File: src/shared/sfs_params.svh
// Constants for the seek and feature-select command logic.
// Assumes inclusion by the package and design files only.
`ifndef SFS_PARAMS_SVH
`define SFS_PARAMS_SVH
// Task-file register offsets
`define SFS_OFS_DATA 3'h0
`define SFS_OFS_FEAT 3'h1
`define SFS_OFS_SCNT 3'h2
`define SFS_OFS_SNUM 3'h3
`define SFS_OFS_CLOW 3'h4
`define SFS_OFS_CHIGH 3'h5
`define SFS_OFS_DHEAD 3'h6
`define SFS_OFS_CMD 3'h7
// Host-local register offsets
`define SFS_OFS_HSTAT 4'h8
`define SFS_OFS_HCTRL 4'h9
// Opcodes
`define SFS_OP_SEEK_HI 4'h7
`define SFS_OP_SETFEAT 8'hEF
// Subcommands
`define SFS_SUB_8B_ON 8'h01
`define SFS_SUB_8B_OFF 8'h81
`define SFS_SUB_WC_ON 8'h02
`define SFS_SUB_WC_OFF 8'h82
`define SFS_SUB_XFER 8'h03
`define SFS_SUB_APM_ON 8'h05
`define SFS_SUB_APM_OFF 8'h85
`define SFS_SUB_EXT_ON 8'h09
`define SFS_SUB_EXT_OFF 8'h89
`define SFS_SUB_PL1_ON 8'h0A
`define SFS_SUB_PL1_OFF 8'h8A
`define SFS_SUB_ECC_VS 8'h44
`define SFS_SUB_ECC_4 8'hBB
`define SFS_SUB_RLA_OFF 8'h55
`define SFS_SUB_RLA_ON 8'hAA
`define SFS_SUB_KEEP 8'h66
`define SFS_SUB_RESTORE 8'hCC
`define SFS_SUB_NOP_A 8'h69
`define SFS_SUB_NOP_B 8'h96
`define SFS_SUB_NOP_C 8'h97
`define SFS_SUB_CURCAP 8'h9A
// Transfer types, sector-count bits 7:3
`define SFS_XT_PIO_DEF 5'h00
`define SFS_XT_PIO_FC 5'h01
`define SFS_XT_MDMA 5'h04
// Status, error and device/head bit positions
`define SFS_ST_BSY 7
`define SFS_ST_RDY 6
`define SFS_ST_DSC 4
`define SFS_ST_ERR 0
`define SFS_ER_IDNF 4
`define SFS_ER_ABRT 2
`define SFS_DH_LBA 6
// Power-on defaults
`define SFS_DEF_WC 1'h1
`define SFS_DEF_RLA 1'h1
`define SFS_DEF_PIO 3'h0
`define SFS_DEF_DMA 3'h0
`define SFS_DEF_CURCAP 8'h00
`endif

File: src/shared/sfs_pkg.sv
// Types shared by both ends of the task-file link.
// Assumes the constants header is on the include path.
`include "sfs_params.svh"
package sfs_pkg;
  // Command sequencer; one bit changes per step except FLUSH back to IDLE
  typedef enum logic [1:0] {
    SFS_IDLE = 2'b00,
    SFS_EXEC = 2'b01,
    SFS_FLUSH = 2'b11
  } sfs_state_t;

  // Feature settings that persist between commands
  typedef struct packed {
    logic eight_bit;
    logic wcache;
    logic lookahead;
    logic apm;
    logic ext_pwr;
    logic pl1;
    logic keep_cfg;
    logic ecc4;
    logic iordy_off;
    logic [2:0] pio_mode;
    logic [2:0] dma_mode;
    logic [7:0] cur_cap;
  } sfs_cfg_t;

  // Whole device state
  typedef struct packed {
    sfs_state_t st;
    logic busy;
    logic err;
    logic intrq;
    logic flush_req;
    logic [7:0] err_reg;
    logic [7:0] feat;
    logic [7:0] scnt;
    logic [7:0] snum;
    logic [7:0] clow;
    logic [7:0] chigh;
    logic [7:0] dhead;
    logic [7:0] cmd;
    logic [7:0] rdata;
    sfs_cfg_t cfg;
  } sfs_dev_t;
endpackage : sfs_pkg

File: src/shared/sfs_tf_if.sv
// Task-file link between the host controller and the card logic.
// Both ends share one clock; no wire is two-way here.
`timescale 1ns/1ps
`default_nettype none
interface sfs_tf_if;
  logic [2:0] addr;
  logic [7:0] wdata;
  logic wr;
  logic rd;
  logic [7:0] rdata;
  logic intrq;
  logic wide_io_indicator;

  modport dev (
    input addr, wdata, wr, rd,
    output rdata, intrq, wide_io_indicator
  );
  modport hst (
    output addr, wdata, wr, rd,
    input rdata, intrq, wide_io_indicator
  );
endinterface : sfs_tf_if
`default_nettype wire

File: src/rtl/sfs_device.sv
// Card-side command logic for seek and feature-select.
// Assumes the task-file link runs on i_core_clk; media sizes are static.
`timescale 1ns/1ps
`default_nettype none
`include "sfs_params.svh"
module sfs_device
  import sfs_pkg::*;
(
  // Clock and reset
  input wire logic i_core_clk,
  input wire logic i_rstn,
  // Task-file link
  sfs_tf_if.dev tf,
  // Media geometry
  input wire logic [27:0] i_max_lba,
  input wire logic [15:0] i_cyl_count,
  input wire logic [4:0] i_head_count,
  input wire logic [7:0] i_sect_count,
  // Capabilities
  input wire logic i_dma_capable,
  input wire logic [2:0] i_max_pio,
  input wire logic [2:0] i_max_dma,
  // Cache flush handshake and soft reset
  input wire logic i_flush_done,
  input wire logic i_soft_reset,
  output logic o_flush_req,
  // Feature settings
  output logic o_eight_bit,
  output logic o_wcache,
  output logic o_lookahead,
  output logic o_apm,
  output logic o_ext_pwr,
  output logic o_pl1,
  output logic o_ecc4,
  output logic o_iordy_off,
  output logic [2:0] o_pio_mode,
  output logic [2:0] o_dma_mode,
  output logic [7:0] o_cur_cap
);

  sfs_dev_t q;
  sfs_dev_t d;

  // Power-on feature values; also what a soft reset restores
  function automatic sfs_cfg_t cfg_defaults();
    sfs_cfg_t c;
    c = '0;
    c.wcache = `SFS_DEF_WC;
    c.lookahead = `SFS_DEF_RLA;
    c.pio_mode = `SFS_DEF_PIO;
    c.dma_mode = `SFS_DEF_DMA;
    c.cur_cap = `SFS_DEF_CURCAP;
    return c;
  endfunction : cfg_defaults

  // Seek range check; true when the address is outside the media
  function automatic logic seek_out_of_range(input logic [7:0] dh, input logic [7:0] ch,
                                             input logic [7:0] cl, input logic [7:0] sn);
    logic [27:0] lba;
    logic bad;
    lba = {dh[3:0], ch, cl, sn};
    if (dh[`SFS_DH_LBA]) begin
      bad = (lba > i_max_lba);
    end else begin
      bad = ({ch, cl} >= i_cyl_count) || ({1'b0, dh[3:0]} >= i_head_count) ||
            (sn == 8'h00) || (sn > i_sect_count);
    end
    return bad;
  endfunction : seek_out_of_range

  // Status byte as the host sees it
  function automatic logic [7:0] status_byte(input sfs_dev_t s);
    logic [7:0] v;
    v = 8'h00;
    v[`SFS_ST_BSY] = s.busy;
    v[`SFS_ST_RDY] = ~s.busy;
    v[`SFS_ST_DSC] = ~s.busy;
    v[`SFS_ST_ERR] = s.err;
    return v;
  endfunction : status_byte

  // Next-state logic for the whole device
  always_comb begin
    logic [4:0] xtype;
    logic [2:0] xmode;
    logic abort;
    logic done;
    d = q;
    xtype = q.scnt[7:3];
    xmode = q.scnt[2:0];
    abort = 1'b0;
    done = 1'b0;
    d.rdata = 8'h00;

    // Register reads; a status read acknowledges the interrupt
    if (tf.rd) begin
      if (tf.addr == `SFS_OFS_FEAT) begin
        d.rdata = q.err_reg;
      end else if (tf.addr == `SFS_OFS_SCNT) begin
        d.rdata = q.scnt;
      end else if (tf.addr == `SFS_OFS_SNUM) begin
        d.rdata = q.snum;
      end else if (tf.addr == `SFS_OFS_CLOW) begin
        d.rdata = q.clow;
      end else if (tf.addr == `SFS_OFS_CHIGH) begin
        d.rdata = q.chigh;
      end else if (tf.addr == `SFS_OFS_DHEAD) begin
        d.rdata = q.dhead;
      end else if (tf.addr == `SFS_OFS_CMD) begin
        d.rdata = status_byte(q);
        d.intrq = 1'b0;
      end
    end

    // Register writes; ignored while busy so a running command sees stable inputs
    if (tf.wr && !q.busy) begin
      if (tf.addr == `SFS_OFS_FEAT) begin
        d.feat = tf.wdata;
      end else if (tf.addr == `SFS_OFS_SCNT) begin
        d.scnt = tf.wdata;
      end else if (tf.addr == `SFS_OFS_SNUM) begin
        d.snum = tf.wdata;
      end else if (tf.addr == `SFS_OFS_CLOW) begin
        d.clow = tf.wdata;
      end else if (tf.addr == `SFS_OFS_CHIGH) begin
        d.chigh = tf.wdata;
      end else if (tf.addr == `SFS_OFS_DHEAD) begin
        d.dhead = tf.wdata;
      end else if (tf.addr == `SFS_OFS_CMD) begin
        d.cmd = tf.wdata;
        d.busy = 1'b1;
        d.intrq = 1'b0;
        d.st = SFS_EXEC;
      end
    end

    // Soft reset restores defaults unless the host asked to keep them
    if (i_soft_reset && !q.cfg.keep_cfg) begin
      d.cfg = cfg_defaults();
    end

    case (q.st)
      SFS_IDLE: begin
      end
      SFS_EXEC: begin
        done = 1'b1;
        if (q.cmd[7:4] == `SFS_OP_SEEK_HI) begin
          d.err_reg = seek_out_of_range(q.dhead, q.chigh, q.clow, q.snum) ?
                      (8'h01 << `SFS_ER_IDNF) : 8'h00;
        end else if (q.cmd == `SFS_OP_SETFEAT) begin
          case (q.feat)
            `SFS_SUB_8B_ON: d.cfg.eight_bit = 1'b1;
            `SFS_SUB_8B_OFF: d.cfg.eight_bit = 1'b0;
            `SFS_SUB_WC_ON: d.cfg.wcache = 1'b1;
            `SFS_SUB_WC_OFF: begin
              d.cfg.wcache = 1'b0;
              if (q.cfg.wcache) begin
                done = 1'b0;
                d.flush_req = 1'b1;
                d.st = SFS_FLUSH;
              end
            end
            `SFS_SUB_XFER: begin
              if (xtype == `SFS_XT_PIO_DEF && xmode == 3'h0) begin
                d.cfg.pio_mode = 3'h0;
                d.cfg.iordy_off = 1'b0;
              end else if (xtype == `SFS_XT_PIO_DEF && xmode == 3'h1) begin
                d.cfg.pio_mode = 3'h0;
                d.cfg.iordy_off = 1'b1;
              end else if (xtype == `SFS_XT_PIO_FC && xmode <= i_max_pio) begin
                d.cfg.pio_mode = xmode;
                d.cfg.iordy_off = 1'b0;
              end else if (xtype == `SFS_XT_MDMA && i_dma_capable && xmode <= i_max_dma) begin
                d.cfg.dma_mode = xmode;
              end else begin
                abort = 1'b1;
              end
            end
            `SFS_SUB_APM_ON: d.cfg.apm = 1'b1;
            `SFS_SUB_APM_OFF: d.cfg.apm = 1'b0;
            `SFS_SUB_EXT_ON: d.cfg.ext_pwr = 1'b1;
            `SFS_SUB_EXT_OFF: d.cfg.ext_pwr = 1'b0;
            `SFS_SUB_PL1_ON: d.cfg.pl1 = 1'b1;
            `SFS_SUB_PL1_OFF: d.cfg.pl1 = 1'b0;
            `SFS_SUB_ECC_VS: d.cfg.ecc4 = 1'b0;
            `SFS_SUB_ECC_4: d.cfg.ecc4 = 1'b1;
            `SFS_SUB_RLA_ON: d.cfg.lookahead = 1'b1;
            `SFS_SUB_RLA_OFF: d.cfg.lookahead = 1'b0;
            `SFS_SUB_KEEP: d.cfg.keep_cfg = 1'b1;
            `SFS_SUB_RESTORE: d.cfg.keep_cfg = 1'b0;
            `SFS_SUB_NOP_A, `SFS_SUB_NOP_B, `SFS_SUB_NOP_C: begin
            end
            `SFS_SUB_CURCAP: d.cfg.cur_cap = q.scnt;
            default: abort = 1'b1;
          endcase
          d.err_reg = abort ? (8'h01 << `SFS_ER_ABRT) : 8'h00;
        end else begin
          // Opcodes this block does not own are refused
          d.err_reg = 8'h01 << `SFS_ER_ABRT;
        end
        if (done) begin
          d.st = SFS_IDLE;
        end
      end
      SFS_FLUSH: begin
        // Completion waits until the cache is safely in flash
        if (i_flush_done) begin
          d.flush_req = 1'b0;
          d.err_reg = 8'h00;
          d.st = SFS_IDLE;
          done = 1'b1;
        end
      end
      default: d.st = SFS_IDLE;
    endcase

    // Completion: drop busy, post error, raise interrupt (set wins over read)
    if (done) begin
      d.busy = 1'b0;
      d.err = (d.err_reg != 8'h00);
      d.intrq = 1'b1;
    end
  end

  // State register
  always_ff @(posedge i_core_clk or negedge i_rstn) begin
    if (!i_rstn) begin
      q <= '{st: SFS_IDLE, cfg: cfg_defaults(), default: '0};
    end else begin
      q <= d;
    end
  end

  // Link outputs; data-register access is narrow in 8-bit mode
  assign tf.rdata = q.rdata;
  assign tf.intrq = q.intrq;
  assign tf.wide_io_indicator = (tf.rd || tf.wr) && (tf.addr == `SFS_OFS_DATA) &&
                                !q.cfg.eight_bit;

  // Settings to the rest of the card
  assign o_flush_req = q.flush_req;
  assign o_eight_bit = q.cfg.eight_bit;
  assign o_wcache = q.cfg.wcache;
  assign o_lookahead = q.cfg.lookahead;
  assign o_apm = q.cfg.apm;
  assign o_ext_pwr = q.cfg.ext_pwr;
  assign o_pl1 = q.cfg.pl1;
  assign o_ecc4 = q.cfg.ecc4;
  assign o_iordy_off = q.cfg.iordy_off;
  assign o_pio_mode = q.cfg.pio_mode;
  assign o_dma_mode = q.cfg.dma_mode;
  assign o_cur_cap = q.cfg.cur_cap;

endmodule : sfs_device
`default_nettype wire

File: src/flat_wrapper.sv
// flat-port wrapper written by rule: the top's interface ports become plain ports
module sfs_device_flat import sfs_pkg::*;
  (i_core_clk, i_rstn, i_max_lba, i_cyl_count, i_head_count, i_sect_count, i_dma_capable, i_max_pio, i_max_dma, i_flush_done, i_soft_reset, o_flush_req, o_eight_bit, o_wcache, o_lookahead, o_apm, o_ext_pwr, o_pl1, o_ecc4, o_iordy_off, o_pio_mode, o_dma_mode, o_cur_cap, tf_addr, tf_wdata, tf_wr, tf_rd, tf_rdata, tf_intrq, tf_wide_io_indicator);
  sfs_tf_if tf_i ();
  input wire logic i_core_clk;
  input wire logic i_rstn;
  input wire logic [27:0] i_max_lba;
  input wire logic [15:0] i_cyl_count;
  input wire logic [4:0] i_head_count;
  input wire logic [7:0] i_sect_count;
  input wire logic i_dma_capable;
  input wire logic [2:0] i_max_pio;
  input wire logic [2:0] i_max_dma;
  input wire logic i_flush_done;
  input wire logic i_soft_reset;
  output logic o_flush_req;
  output logic o_eight_bit;
  output logic o_wcache;
  output logic o_lookahead;
  output logic o_apm;
  output logic o_ext_pwr;
  output logic o_pl1;
  output logic o_ecc4;
  output logic o_iordy_off;
  output logic [2:0] o_pio_mode;
  output logic [2:0] o_dma_mode;
  output logic [7:0] o_cur_cap;
  input wire logic [$bits(tf_i.addr)-1:0] tf_addr;
  input wire logic [$bits(tf_i.wdata)-1:0] tf_wdata;
  input wire logic [$bits(tf_i.wr)-1:0] tf_wr;
  input wire logic [$bits(tf_i.rd)-1:0] tf_rd;
  output wire logic [$bits(tf_i.rdata)-1:0] tf_rdata;
  output wire logic [$bits(tf_i.intrq)-1:0] tf_intrq;
  output wire logic [$bits(tf_i.wide_io_indicator)-1:0] tf_wide_io_indicator;
  assign tf_i.addr = tf_addr;
  assign tf_i.wdata = tf_wdata;
  assign tf_i.wr = tf_wr;
  assign tf_i.rd = tf_rd;
  assign tf_rdata = tf_i.rdata;
  assign tf_intrq = tf_i.intrq;
  assign tf_wide_io_indicator = tf_i.wide_io_indicator;
  sfs_device u_core (.i_core_clk(i_core_clk), .i_rstn(i_rstn), .tf(tf_i), .i_max_lba(i_max_lba), .i_cyl_count(i_cyl_count), .i_head_count(i_head_count), .i_sect_count(i_sect_count), .i_dma_capable(i_dma_capable), .i_max_pio(i_max_pio), .i_max_dma(i_max_dma), .i_flush_done(i_flush_done), .i_soft_reset(i_soft_reset), .o_flush_req(o_flush_req), .o_eight_bit(o_eight_bit), .o_wcache(o_wcache), .o_lookahead(o_lookahead), .o_apm(o_apm), .o_ext_pwr(o_ext_pwr), .o_pl1(o_pl1), .o_ecc4(o_ecc4), .o_iordy_off(o_iordy_off), .o_pio_mode(o_pio_mode), .o_dma_mode(o_dma_mode), .o_cur_cap(o_cur_cap));
endmodule
File: config.mk
export PLATFORM = sky130hd
export DESIGN_NAME = sfs_device_flat
export DESIGN_NICKNAME = d
export VERILOG_FILES = /design/src/shared/sfs_pkg.sv /design/src/shared/sfs_tf_if.sv /design/src/rtl/sfs_device.sv /design/src/flat_wrapper.sv
export VERILOG_INCLUDE_DIRS = /design/src /design/src/shared
export SDC_FILE = /design/constraint.sdc
export NUM_CORES = 1
export LEC_CHECK = 0
export BUFFER_PORTS_ARGS = -buffer_cell sky130_fd_sc_hd__clkbuf_2
export CAP_MARGIN = 25
export CORE_MARGIN = 2
export CORE_UTILIZATION = 35
export CTS_CLUSTER_DIAMETER = 100
export DETAILED_ROUTE_END_ITERATION = 10
export GPL_ROUTABILITY_DRIVEN = 0
export GPL_TIMING_DRIVEN = 0
export HOLD_SLACK_MARGIN = 0.1
export PLACE_DENSITY = 0.57
export SLEW_MARGIN = 20
export SYNTH_ARGS = -nofsm -noshare
export SYNTH_HDL_FRONTEND = slang
export SYNTH_SLANG_ARGS = --single-unit
File: constraint.sdc
create_clock -name i_core_clk -period 2.65 [get_ports i_core_clk]
set_input_delay 0.1325 -clock i_core_clk [delete_from_list [all_inputs] [get_ports i_core_clk]]
set_output_delay 0.1325 -clock i_core_clk [all_outputs]
set_load 0.05 [all_outputs]
# == After elaboration in Yosys (flattened, before gate mapping) ==
# Index checks and enable logic that the tools add are counted.
# classes
bitwise_logic,7
n_lt_le_gt_ge,6
n_eq_ne,46
n_reduce_logical,35
mux,89
# op_table
op,n
$eq A8 B8 Y1 const B,12
$mux W23,4
$mux W8,11
$mux W3,14
$mux W1,36
$eq A8 B7 Y1 const B,4
$gt A28 B28 Y1,1
$pmux W1 S2,10
$reduce_or A20 Y1,1
$ne A2 B2 Y1 const B,9
$pmux W9 S2,1
$eq A8 B2 Y1 const B,2
$eq A8 B4 Y1 const B,2
$ge A16 B16 Y1,1
$reduce_and A8 Y1,2
$eq A3 B3 Y1 const B,4
$mux W2,6
$mux W4,3
$reduce_and A6 Y1,2
$logic_and A1 B1 Y1,9
$mux W9,1
$eq A8 B1 Y1 const B,1
$eq A8 B3 Y1 const B,1
$gt A8 B8 Y1,1
27 further kinds,45
# word_totals
regBits,101
input_bits,81
word_cells,209
out_inout_bits,33

# == Longest topological paths before layout ==
# depth
depth_word,18
mapped_depth,9
mapped_depth_nobuf,9

# == Least setup slack after synthesis ==
# Ideal clock, no wire load.
# synth_timing
path_kind,register to output
start,"reg u_core.q, in the netlist u_core.o_eight_bit"
end,out tf_wide_io_indicator
arrival_time_ns,2.281
path_buffers,0
required_ns,2.518
stages_incl_launch_ff,2
path_slack_ns,0.236
path_cell_list,dfrtp_1 nor4b_1
# synth_via
elab_chain_len,2
# synth_rtl
item,line_no,text
start: declaration,sfs_device.sv:41,sfs_dev_t q;
start signal: assignment,sfs_device.sv:228,"q <= '{st: SFS_IDLE, cfg: cfg_defaults(), default: '0};"
start signal: assignment,sfs_device.sv:230,q <= d;
$logic_not A1 Y1,sfs_device.sv:238,!q.cfg.eight_bit;
$logic_and A1 B1 Y1,sfs_device.sv:237,assign tf.wide_io_indicator = (tf.rd || tf.wr) && (tf.addr == `SFS_OFS_DATA) &&
end: declaration,flat_wrapper.sv:34,output wire logic [$bits(tf_i.wide_io_indicator)-1:0] tf_wide_io_indicator;
# Every way passes these cells.

==> flow_metrics.env <==
export IMPL_status="complete, no violations"
export IMPL_die_x_um=140
export IMPL_finalSetupTns_ns=0
export IMPL_reg2reg_setup_slack_ns=0.19
export IMPL_power_frac_clock_pct=20.2
export IMPL_synthFlopType="dfrtp_1"
export IMPL_routed_wl_um=17400
export IMPL_max_freq_mhz=406
export IMPL_htreeDepth=3
export IMPL_hold_viol=0
export IMPL_synthCells=680
export IMPL_wl_per_cell_um=16.7
export IMPL_port_buffers=112
export IMPL_cts_sinks=101
export IMPL_cts_buffers=9
export IMPL_root_buffer="clkbuf_16"
export IMPL_r2r_start="u_core.q[60]"
export IMPL_place_ws_ns=0.0771
export IMPL_grt_usage_pct=18.7
export IMPL_r2r_end="u_core.q[97]"
export IMPL_coreArea_mm2=0.0180
export IMPL_die_h_um=140
export IMPL_drtAntennaViolNets=0
export IMPL_fin_ws_ns=0.187
export IMPL_syn_cell_area_mm2=0.00644
export IMPL_rsz0062_at_grt="false"
export IMPL_first_pass_iters=5
export IMPL_syn_num_nets=823
export IMPL_drive_gt1_share_pct=26.5
export IMPL_fin_skew_ns=0.00749
export IMPL_area_growth_pct=18.6
export IMPL_setup_violations_final=0
export IMPL_switching_share_pct=39.4
export IMPL_yosysMostFrequentCell="dfrtp_1"
export IMPL_yosysWarnings=0
export IMPL_grt_overflow=0
export IMPL_path_clk_slew_ns=0.07
export IMPL_comb_power_share_pct=37.7
export IMPL_drtIter0Drc=375
export IMPL_grt_pass1_wl_um=28800
export IMPL_antenna_found_initial=1
export IMPL_synthTopCellsByCount="99 x dfrtp_1, 71 x inv_1, 66 x nand2_1"
export IMPL_worstRegToRegCells=8
export IMPL_synth_distinct_cells=65
export IMPL_synth_top_area_share_pct=38.5
export IMPL_maxSlewViolCount=0
export IMPL_worstMarginPinSlew_ns=0.721
export IMPL_switchingPower_mw=2.47
export IMPL_min_period_over_period_pct=92.9
export IMPL_synth_top_cell_by_area="dfrtp_1"
export IMPL_synth_enable_flop_cells=0
export IMPL_p_int_mw=3.80
export IMPL_io_pins=114
export IMPL_clock_latency_ns=0.35
export IMPL_drc=0
export IMPL_crit_required_ns=2.88
export IMPL_synthTopCellsByArea="dfrtp_1 38%, ha_1 12%, mux2_2 7.3%"
export IMPL_cp_arrival_ns=2.70
export IMPL_async_flop_share_pct=100
export IMPL_max_slew_margin_pct=51.7
export IMPL_dpl_hpwl_um=13300
export IMPL_min_from="tf_wdata[1]"
export IMPL_peakVddDrop_mv=0.313
export IMPL_viasPerCell=5.10
export IMPL_min_period_ns=2.46
export IMPL_maxCapViolCount=0
export IMPL_critical_path_class="flip-flop to flip-flop"
export IMPL_syn_area_per_cell_um2=9.47
export IMPL_worstHoldPathType="primary input to flip-flop"
export IMPL_cts_tree="done"
export IMPL_initial_core_util_pct=35.7
export IMPL_die_area_mm2=0.0195
export IMPL_clk_path_buf_depth=2
export IMPL_static_leakage_power_nw=3.75
export IMPL_vias=5312
export IMPL_synth_seq_cells=101
export IMPL_grt_pass1_vias=5378
export IMPL_cts_setup_buffers=0
export IMPL_seq_area_frac_synth_pct=39.3
export IMPL_placementRows=49
export IMPL_grt_max_degree=71
export IMPL_p_per_area_mw_per_mm2=821
export IMPL_seq_power_share_pct=42.0
export IMPL_crit_end="u_core.q[97]"
export IMPL_worstPathMaxFanout=4
export IMPL_crit_path_end_kind="flip-flop"
export IMPL_cp_start_kind="flip-flop"
export IMPL_crit_start="u_core.q[60]"
export IMPL_nets=950
-- metal layers --
metal	share of wire (%)	GRT usage [%]	up-vias
li1	-	-	2654
met4	2.2	6.47	0
met2	46	29.5	106
met5	0	0	-
met3	3.3	2.13	19
met1	49	26.6	2533
-- flip-flops by register name (all words and copies together) (netlist names), 3 cells and up --
signal             flops
u_core.o_dma_mode      3
u_core.o_cur_cap       8
u_core.q              69
u_core.tf.rdata        8
u_core.o_pio_mode      3
-- cell type report --
class	instances	area, um2
Buffer	46	270
Clock buffer	11	243
Clock inverter	5	36.3
Inverter	72	270
Fill cell	1844	10400
Timing Repair Buffer	116	627
Antenna cell	1	2.50
Sequential cell	101	2530
Multi-Input combinational cell	461	3370
Tap cell	229	287
-- metrics by stage --
stage               power (mW)  util (%)  area [um2]  cells  hold slack [ns]
detailed placement        5.02      40.6        7330   1022           0.0497
global route              6.78      42.4        7640   1041            0.193
CTS                       6.30      42.4        7630   1041            0.162
finish                    6.27      42.4        7640   1042            0.165
floorplan                 4.19         -        6440    680           -0.163
global placement          4.95      40.4        7290   1021            0.445
-- power by group through the flow --
stage                     combinational, mW  clock (mW)  sequential, mW
after CTS                              2.38        1.29            2.63
after global placement                 2.30           0            2.65
final                                  2.36        1.27            2.64
after floorplan                        1.80           0            2.39
after detailed placement               2.36           0            2.65
after global routing                   2.73        1.35            2.70
-- how the worst min path moves through the flow --
stage                                endpoint  slack (ns)  cells after the start
after floorplan                  u_core.o_apm       -0.16                      0
after global placement     u_core.o_flush_req        0.45                      4
after detailed placement  u_core.o_cur_cap[2]        0.05                      1
after CTS                        u_core.q[54]        0.16                      3
after global routing             u_core.q[63]        0.19                      3
final                            u_core.q[40]        0.17                      3
-- critical path, cell delays in order, from the launching register on --
cell       delay, ns
dfrtp_1         0.47
ha_1            0.32
a21oi_1         0.16
o21ai_1         0.10
a221oi_1        0.42
o2111ai_1       0.16
a21oi_1         0.17
a211oi_1        0.11
o41a_1          0.42
-- layout by cell type, fill, tap and decap left out, types with 7 or more instances in the layout --
master | netlist | final
and2_1 | 8 | 8
clkbuf_1 | 14 | 15
nor2b_1 | 8 | 8
buf_4 | 24 | 24
nand4b_1 | 7 | 7
clkbuf_2 | 0 | 111
inv_1 | 71 | 71
o21ai_1 | 18 | 18
clkbuf_16 | 0 | 9
a21oi_1 | 33 | 33
nand2_1 | 66 | 66
nand3_1 | 20 | 20
o211ai_1 | 13 | 13
nor2_1 | 34 | 34
ha_1 | 62 | 62
o21ai_0 | 34 | 34
mux2_2 | 42 | 42
nand4_1 | 9 | 9
mux2_1 | 8 | 8
dfrtp_1 | 99 | 98
-- what timing repair did --
| action | CTS | global route |
|---|---|---|
| endpoints found under the setup margin | 0 | 1 |
| hold buffers | 3 | 0 |
| hold endpoints to repair | 101 | 0 |
| resized for setup | 0 | 2 |
-- cells by family (layout without fill, tap and decap cells) --
kind of cell             Yosys count  after routing  share of synthesized area [%]
flip-flops                       101            101                           39.3
XOR/XNOR                           1              1                          0.136
multiplexers                      54             54                           9.36
adder cells (fa/ha/maj)           62             62                           12.0
buffers and inverters            118            250                           8.39
other                              0              1                              0
AND/OR/NAND/NOR                  204            204                           17.4
AO/OA/AOI/OAI                    140            140                           13.4
No activity file was read; power rests on OpenSTA's default activity.
